### src/common/wdt_pkg.sv
// Purpose: Shared constants and types for the windowed watchdog timer.
// Assumes: AHB-Lite register access, 32-bit word registers, one 250 MHz clock.
// Notes: The slow clock is an input level, synchronised inside the block.
package wdt_pkg;

  // Register byte offsets.
  localparam logic [7:0] OFS_RESTART_CMD = 8'h00;
  localparam logic [7:0] OFS_MODE_ONCE = 8'h04;
  localparam logic [7:0] OFS_FAULT_FLAGS = 8'h08;

  // Restart command fields.
  localparam logic [7:0] RESTART_KEY = 8'hA5;
  localparam int KEY_LSB = 24;
  localparam int RESTART_BIT = 0;

  // Mode register fields.
  localparam int LOAD_LSB = 0;
  localparam int FIEN_BIT = 12;
  localparam int RSTEN_BIT = 13;
  localparam int PROC_BIT = 14;
  localparam int DIS_BIT = 15;
  localparam int DELTA_LSB = 16;
  localparam int DBG_BIT = 28;
  localparam int IDLE_BIT = 29;
  localparam logic [31:0] MODE_RESET = 32'h3FFF_2FFF;
  localparam logic [31:0] MODE_MASK = 32'h3FFF_FFFF;

  // Status fields.
  localparam int UNF_BIT = 0;
  localparam int ERR_BIT = 1;

  // Slow clock prescaler.
  localparam int PRESCALE_DIV = 128;
  localparam logic [6:0] PRESCALE_LAST = 7'(PRESCALE_DIV - 1);

  localparam logic [1:0] HTRANS_NONSEQ = 2'h2;

  typedef struct packed {
    logic [31:0] mode;
    logic mode_written;
    logic [11:0] count;
    logic [6:0] prescale;
    logic slow_s1;
    logic slow_s2;
    logic slow_d;
    logic dbg_s1;
    logic dbg_s2;
    logic idle_s1;
    logic idle_s2;
    logic unf_flag;
    logic err_flag;
    logic irq;
    logic fault_rst;
    logic proc_rst;
    logic dp_wr;
    logic dp_rd;
    logic [7:0] dp_addr;
    logic [31:0] hrdata;
  } wdt_state_s;

endpackage

### src/verilog/windowed_watchdog_timer.sv
// Purpose: Windowed watchdog with keyed restart, write-once mode and read-clear status.
// Assumes: slow_clk, debug_state and idle_state come from other domains.
// Notes: hrdata and the fault outputs are registered; hreadyout and hresp are tied, so the slave always answers OKAY without waits.
//
// Implementation choices: the register offsets and the AHB-Lite register port.
`timescale 1ns/10ps

module windowed_watchdog_timer
  import wdt_pkg::*;
(
  // Clock and reset
  input wire logic hclk,
  input wire logic hresetn,
  // AHB-Lite slave
  input wire logic hsel,
  input wire logic [31:0] haddr,
  input wire logic [1:0] htrans,
  input wire logic hwrite,
  input wire logic [2:0] hsize,
  input wire logic hready,
  input wire logic [31:0] hwdata,
  output logic [31:0] hrdata,
  output logic hreadyout,
  output logic hresp,
  // System state inputs
  input wire logic slow_clk,
  input wire logic debug_state,
  input wire logic idle_state,
  // Fault outputs
  output logic wdt_irq,
  output logic wdt_fault,
  output logic wdt_proc_only
);

  wdt_state_s st_r;
  wdt_state_s st_nxt;

  logic addr_ok;
  logic wr_cmd;
  logic wr_mode;
  logic rd_flags;
  logic restart_req;
  logic restart_ok;
  logic restart_bad;
  logic slow_edge;
  logic halted;
  logic tick;
  logic underflow;
  logic fault_evt;
  logic reload;

  assign addr_ok = hsel && hready && (htrans == HTRANS_NONSEQ);

  always_comb begin
    st_nxt = st_r;
    // Data phase decode of the previous address phase.
    wr_cmd = st_r.dp_wr && (st_r.dp_addr == OFS_RESTART_CMD)
             && (hwdata[KEY_LSB +: 8] == RESTART_KEY);
    wr_mode = st_r.dp_wr && (st_r.dp_addr == OFS_MODE_ONCE) && !st_r.mode_written;
    rd_flags = st_r.dp_rd && (st_r.dp_addr == OFS_FAULT_FLAGS);
    restart_req = wr_cmd && hwdata[RESTART_BIT];
    // The window check applies even while disabled, as an error is still reported.
    restart_ok = restart_req && (st_r.count <= st_r.mode[DELTA_LSB +: 12]);
    restart_bad = restart_req && !restart_ok;
    slow_edge = st_r.slow_s2 && !st_r.slow_d;
    halted = st_r.mode[DIS_BIT]
             || (st_r.mode[DBG_BIT] && st_r.dbg_s2)
             || (st_r.mode[IDLE_BIT] && st_r.idle_s2);
    tick = slow_edge && !halted && (st_r.prescale == PRESCALE_LAST);
    underflow = tick && (st_r.count == 12'h000);
    fault_evt = underflow || restart_bad;
    reload = restart_ok || wr_mode;

    st_nxt.slow_s1 = slow_clk;
    st_nxt.slow_s2 = st_r.slow_s1;
    st_nxt.slow_d = st_r.slow_s2;
    st_nxt.dbg_s1 = debug_state;
    st_nxt.dbg_s2 = st_r.dbg_s1;
    st_nxt.idle_s1 = idle_state;
    st_nxt.idle_s2 = st_r.idle_s1;

    if (wr_mode) begin
      st_nxt.mode = hwdata & MODE_MASK;
      st_nxt.mode_written = 1'b1;
    end

    if (reload) begin
      st_nxt.count = wr_mode ? hwdata[LOAD_LSB +: 12] : st_r.mode[LOAD_LSB +: 12];
      st_nxt.prescale = 7'h00;
    end else if (slow_edge && !halted) begin
      st_nxt.prescale = st_r.prescale + 7'h01;
      if (tick) begin
        // Underflow wraps to all ones; the flag records it.
        st_nxt.count = st_r.count - 12'h001;
      end
    end

    // Read clears, but a fault in the same cycle wins.
    if (rd_flags) begin
      st_nxt.unf_flag = 1'b0;
      st_nxt.err_flag = 1'b0;
      st_nxt.irq = 1'b0;
      st_nxt.fault_rst = 1'b0;
      st_nxt.proc_rst = 1'b0;
    end
    if (underflow) begin
      st_nxt.unf_flag = 1'b1;
    end
    if (restart_bad) begin
      st_nxt.err_flag = 1'b1;
    end
    if (fault_evt && st_r.mode[FIEN_BIT]) begin
      st_nxt.irq = 1'b1;
    end
    if (fault_evt && st_r.mode[RSTEN_BIT]) begin
      st_nxt.fault_rst = 1'b1;
      st_nxt.proc_rst = st_r.mode[PROC_BIT];
    end

    // Address phase capture.
    st_nxt.dp_wr = addr_ok && hwrite;
    st_nxt.dp_rd = addr_ok && !hwrite;
    st_nxt.dp_addr = haddr[7:0];
    st_nxt.hrdata = 32'h0000_0000;
    if (addr_ok && !hwrite) begin
      unique case (haddr[7:0])
        OFS_MODE_ONCE: st_nxt.hrdata = st_nxt.mode;
        OFS_FAULT_FLAGS: begin
          st_nxt.hrdata[UNF_BIT] = st_nxt.unf_flag;
          st_nxt.hrdata[ERR_BIT] = st_nxt.err_flag;
        end
        default: st_nxt.hrdata = 32'h0000_0000;
      endcase
    end
  end

  always_ff @(posedge hclk or negedge hresetn) begin
    if (!hresetn) begin
      st_r <= '0;
      st_r.mode <= MODE_RESET;
      st_r.count <= MODE_RESET[11:0];
    end else begin
      st_r <= st_nxt;
    end
  end

  assign hrdata = st_r.hrdata;
  assign hreadyout = 1'b1;
  assign hresp = 1'b0;
  assign wdt_irq = st_r.irq;
  assign wdt_fault = st_r.fault_rst;
  assign wdt_proc_only = st_r.proc_rst;
endmodule // windowed_watchdog_timer

### config.mk
export PLATFORM = sky130hd
export DESIGN_NAME = windowed_watchdog_timer
export DESIGN_NICKNAME = d
export VERILOG_FILES = /design/src/common/wdt_pkg.sv /design/src/verilog/windowed_watchdog_timer.sv
export SDC_FILE = /design/constraint.sdc
export NUM_CORES = 1
export LEC_CHECK = 0
export BUFFER_PORTS_ARGS = -buffer_cell sky130_fd_sc_hd__buf_2
export CORE_AREA = 2 2 128 99
export DETAILED_ROUTE_END_ITERATION = 7
export DIE_AREA = 0 0 130 101
export GPL_ROUTABILITY_DRIVEN = 0
export PLACE_DENSITY = 0.65
export SYNTH_ARGS = -nofsm -noshare
export SYNTH_HDL_FRONTEND = slang
export SYNTH_SLANG_ARGS = --single-unit
### constraint.sdc
create_clock -name hclk -period 2.7 [get_ports hclk]
set_input_delay 0.27 -clock hclk [delete_from_list [all_inputs] [get_ports hclk]]
set_output_delay 0.27 -clock hclk [all_outputs]
set_load 0.05 [all_outputs]
# [Word level (Yosys, flattened, before mapping)]
# Index checks and enable logic that the tools add are counted.
[op_classes] add_sub_neg=2 mul=0 n_div=0 order_cmp=1 n_eq_ne=7 n_shift=0 mux=13 bitwise=0 reduce_logical=36
[op_table] op="two-way mux 19 bit" count=2
[op_table] op="two-way mux 33 bit" count=1
[op_table] op="two-way mux 32 bit" count=1
[op_table] op="two-way mux 30 bit" count=1
[op_table] op="two-way mux 12 bit" count=2
[op_table] op="logical AND 1 bit" count=20
[op_table] op="equality test 8 x 3 -> 1 bit, second input constant" count=2
[op_table] op="equality test 8 x 4 -> 1 bit, second input constant" count=2
[op_table] op="less-or-equal comparator 12 bit" count=1
[op_table] op="logical NOT 12 bit" count=1
[op_table] op="subtractor 12 x 1 -> 12 bit, second input constant" count=1
[op_table] op="equality test 8 bit, second input constant" count=1
[op_table] op="logical NOT 8 bit" count=1
[op_table] op="nonzero test 2 bit" count=4
[op_table] op="adder 7 x 1 -> 7 bit, second input constant" count=1
[op_table] op="equality test 7 bit, second input constant" count=1
[op_table] op="logical NOT 1 bit" count=5
[op_table] op="two-way mux 5 bit" count=1
[op_table] op="logical OR 1 bit" count=4
[op_table] op="one-hot mux 2 bit (2 select lines)" count=1
[op_table] op="two-way mux 1 bit" count=3
[op_table] op="equality test 2 bit, second input constant" count=1
[op_table] op="two-way mux 2 bit" count=1
[op_table] op="AND reduction 2 bit" count=1
[totals] reg_bits=106 latchBits=0 mem_bits_rw=0 mem_bits_ro=0 out_inout_bits=37 word_cells=79 n_memories=0

# [Depth between registers and ports, before layout]
[depth] ltp_word=10 mapped_depth=10

# [Worst setup path after synthesis]
# OpenSTA, ideal clock, no wires.
[synth_timing] path_kind="reg2reg" from="register st_r[100] in the netlist's numbering" to="register st_r[69] in the netlist's numbering" setup_time_ps=75 arrival_time_ps=2020 t_required_ps=2625 slack_ps=605 stages_incl_launch_ff=10 period_less_slack_ps=2095 path_cell_list="dfstp_2 inv_1 ha_1 nand4_1 nor4_1 a31oi_1 o21ai_1 buf_4 buf_4 mux2i_1"
[synth_via] elab_chain_cells=5 word_cells_on_any_way=7 cone_classes="1 x order compare; 1 x mux; 5 x reduce/logical"
[synth_lines] element="start: declaration" line="windowed_watchdog_timer.sv:35" text="wdt_state_s st_r;"
[synth_lines] element="start signal: assignment" line="windowed_watchdog_timer.sv:143" text="st_r <= st_nxt;"
[synth_lines] element="less-or-equal comparator 12 bit *" line="windowed_watchdog_timer.sv:63" text="restart_ok = restart_req && (st_r.count <= st_r.mode[DELTA_LSB +: 12]);"
[synth_lines] element="logical AND 1 bit *" line="windowed_watchdog_timer.sv:63"
[synth_lines] element="logical OR 1 bit *" line="windowed_watchdog_timer.sv:72" text="reload = restart_ok || wr_mode;"
[synth_lines] element="nonzero test 2 bit (no source line)"
[synth_lines] element="AND reduction 2 bit (no source line)"
# Mark *: on every way between the ends. The rest lies on a longest branch, timed or not.
# A chain may end at the register's enable or synchronous reset.

# [Worst setup path in the final report]
[layout_timing] from="register st_r[102] in the netlist's numbering" to="register st_r, in the netlist wdt_proc_only"
[layout_via] elab_chain_cells=10 word_cells_on_any_way=11 cone_classes="1 x mux; 10 x reduce/logical"
[layout_lines] element="logical AND 1 bit *" line="windowed_watchdog_timer.sv:67" text="|| (st_r.mode[DBG_BIT] && st_r.dbg_s2)"
[layout_lines] element="logical OR 1 bit *" line="windowed_watchdog_timer.sv:67"
[layout_lines] element="logical OR 1 bit *" line="windowed_watchdog_timer.sv:68" text="|| (st_r.mode[IDLE_BIT] && st_r.idle_s2);"
[layout_lines] element="logical NOT 1 bit *" line="windowed_watchdog_timer.sv:69" text="tick = slow_edge && !halted && (st_r.prescale == PRESCALE_LAST);"
[layout_lines] element="logical AND 1 bit * (2 in series)" line="windowed_watchdog_timer.sv:69"
[layout_lines] element="logical AND 1 bit *" line="windowed_watchdog_timer.sv:70" text="underflow = tick && (st_r.count == 12'h000);"
[layout_lines] element="logical OR 1 bit *" line="windowed_watchdog_timer.sv:71" text="fault_evt = underflow || restart_bad;"
[layout_lines] element="logical AND 1 bit *" line="windowed_watchdog_timer.sv:115" text="if (fault_evt && st_r.mode[RSTEN_BIT]) begin"
[layout_lines] element="two-way mux 2 bit / nonzero test 2 bit (equally long branches)"
# Marked as above.

==> run metrics <==
startpoint type of the worst setup path flop; syn avg cell area 12.3 um2; Initial DRT Pass Iterations 4; Synth Area in Simple Gates 13.5%; switching share of power 22.8%; n_diodes 0; critical path required time a little under 3 ns; ys async rst share 100%; Leak 2.67 nW; CP Class reg2reg; status completed; Area contributors post-synth dfrtp_1, dfstp_2, buf_4; synthesized area 4670 um2; clock sinks 106; num ports 114; Routed WL per cell between 10 and 15 um; final worst-path cycle share a little under nine tenths; Fin. Hold Viols 0; maxcap violations 0; clock buffer depth 2; cells after synthesis 378; DR iter-0 viols 131; Row Count 35; count leader, synth dfrtp_1; share of the synthesized area in the top cell type roughly 36%; min-delay worst type in2reg; prevailing post-synth register cell dfrtp_1; Starting Density 39.0%; crit path DAT 2.55 ns; # setup viols final 0; r2r setup slk ~0.37 ns; layout cell share with drive strength beyond 1 about two fifths; GR Overflow Total 0; GRT Util Overall 13.9%; area share of fa/ha/maj cells after synthesis 3.75%; Internal 2.54 mW; Flop pwr share 52.9%; post-synth cell types 48; Max Clk Rate 0.430 GHz; crit path time final 2.33 ns; Worst-path clk slew 0.07 ns; Synth top cells by count dfrtp_1, dfstp_2, buf_4, inv_1, nor2_1; Clock Latency Late Sink approximately 0.34 ns; largest net degree at the start of global routing 57; Die Wd 130 um; Die Height 101 um; Synth Net Count 469; CTS Buf Count 9; CTS Root Cell clkbuf_16; Post-Synth XOR/XNOR Area 3.19%; area of the core 12,000 um2; sequential element share of the synthesized area 57.9%; Final Cell Area about 5400 um2; setup ws final 0.374 ns; Switch Pwr 0.752 mW; first-pass GRT wire length 14,000 um; Layout area overhead 15.0%; FF+latch count, synth between 100 and 150; final core occ ~45%; Hold WS 0.0299 ns; crit end category flop; via/cell ratio 4.58; clock skew 0.00796 ns; fillcell total 1,117; via count 2,787; mux cell area share after synthesis between 10 and 15%; WL final 8460 um; Setup Total Neg Slack 0 ns; EDFF count, synth 0; VDD IR max 310 uV; Pwr Density 614 nW/um2; CP max FO 6; synth warn 0; vias in the first global route about 2,900; DR DRC count 0; post-route ant nets 0; hpwl dp 6050 um; CTS tree built; Final #Nets 529; Max Slew Vio Count 0; dpl cell area a little over 5000 um2; combinational fraction of design power 7.2%; H-tree levels 3; buffers added on ports 84; die area 13,100 um2; initial antenna violation count 0; pre-CTS WS 0.411 ns; worst slew pin tran 0.653 ns; Compound-Gate Fraction of Synth Area ~2.5%; area leader, netlist dfrtp_1; unrepaired setup endpoints after global routing no; Clk pwr share 39.9%; largest family of logic cells by synthesized area simple AND/OR/NAND/NOR gates; Max-slew headroom roughly 56%
-- metal layers --
metal,GRT usage [%],up-vias,routed length (um)
li1,-,1349,-
met1,19.0,1359,4160
met2,21.2,70,3770
met3,4.72,9,456
met4,3.72,0,67
met5,0,-,0
-- sequential cells by signal (all words and copies together), names as in the netlist --
signal	count
st_nxt	4
wdt_fault	1
hrdata	32
wdt_proc_only	1
wdt_irq	1
st_r	67
-- final timing paths --
path	start	to	depth (start not counted)
setup / recovery	st_r[102]$_DFF_PN1_	wdt_proc_only$_DFFE_PN0P_	6
hold / removal	debug_state	st_nxt[49]$_DFF_PN0_	1
setup reg to reg	st_r[102]$_DFF_PN1_	wdt_proc_only$_DFFE_PN0P_	6
hold reg to reg	st_nxt[47]$_DFF_PN0_	st_r[47]$_DFF_PN0_	0
max in group asynchronous	hresetn	st_r[75]$_DFF_PN1_	3
min in group asynchronous	hresetn	hrdata[30]$_DFF_PN0_	2
-- layout by cell type (no fill, tap or decap), drive strengths merged, types with 8 or more instances in the layout --
master  instances
xnor2           8
nor2           25
nor2b          22
buf            90
clkbuf         11
a21oi           8
dfstp          39
dfrtp          67
inv            30
nand2          13
ha             14
mux2i          25
xor2            9
mux2           19
nand4           8
-- metrics by stage --
stage	total power, mW	std cells
6_report	3.29	609
5_1_grt	3.45	609
4_1_cts	3.35	609
3_5_place_dp	2.01	592
3_3_place_gp	1.99	592
2_1_floorplan	1.89	378
-- repair_timing --
action | in CTS | in global routing
buffers inserted | 0 | 0
resized for setup | 0 | 0
hold buffers | 1 | 0
hold endpoints to repair | 26 | 0
-- worst max-delay path, stage by stage, from the launching register on --
cell and delay (ns):
dfstp_2 0.38, a22oi_2 0.36, and4bb_1 0.36, nand4_1 0.19, nor3_1 0.55, o21ai_1 0.21
mux2i_1 0.15
-- final cells by class --
cell class	instances	area, um2	area share (%)
inverter	30	113	2.10
multi-input combinational	200	1550	28.9
clock buffer	11	243	4.52
timing repair buffer	91	490	9.14
sequential	106	2700	50.3
tap	166	208	3.87
clock inverter	5	63.8	1.19
-- power by group through the flow --
stage / Combinational (mW) / Sequential [mW] / Clock [mW]
2_1_floorplan: 0.136 / 1.76 / 0
3_3_place_gp: 0.228 / 1.77 / 0
3_5_place_dp: 0.240 / 1.77 / 0
4_1_cts: 0.242 / 1.74 / 1.36
5_1_grt: 0.276 / 1.75 / 1.42
6_report: 0.236 / 1.74 / 1.32
-- kinds of logic after synthesis --
kind of cell | count (synthesis)
XOR/XNOR | 17
AND/OR/NAND/NOR | 104
flip-flops | 106
adder cells (fa/ha/maj) | 14
buffers and inverters | 72
multiplexers | 44
other | 2
AO/OA/AOI/OAI | 19
(Power assumes the default switching activity.)
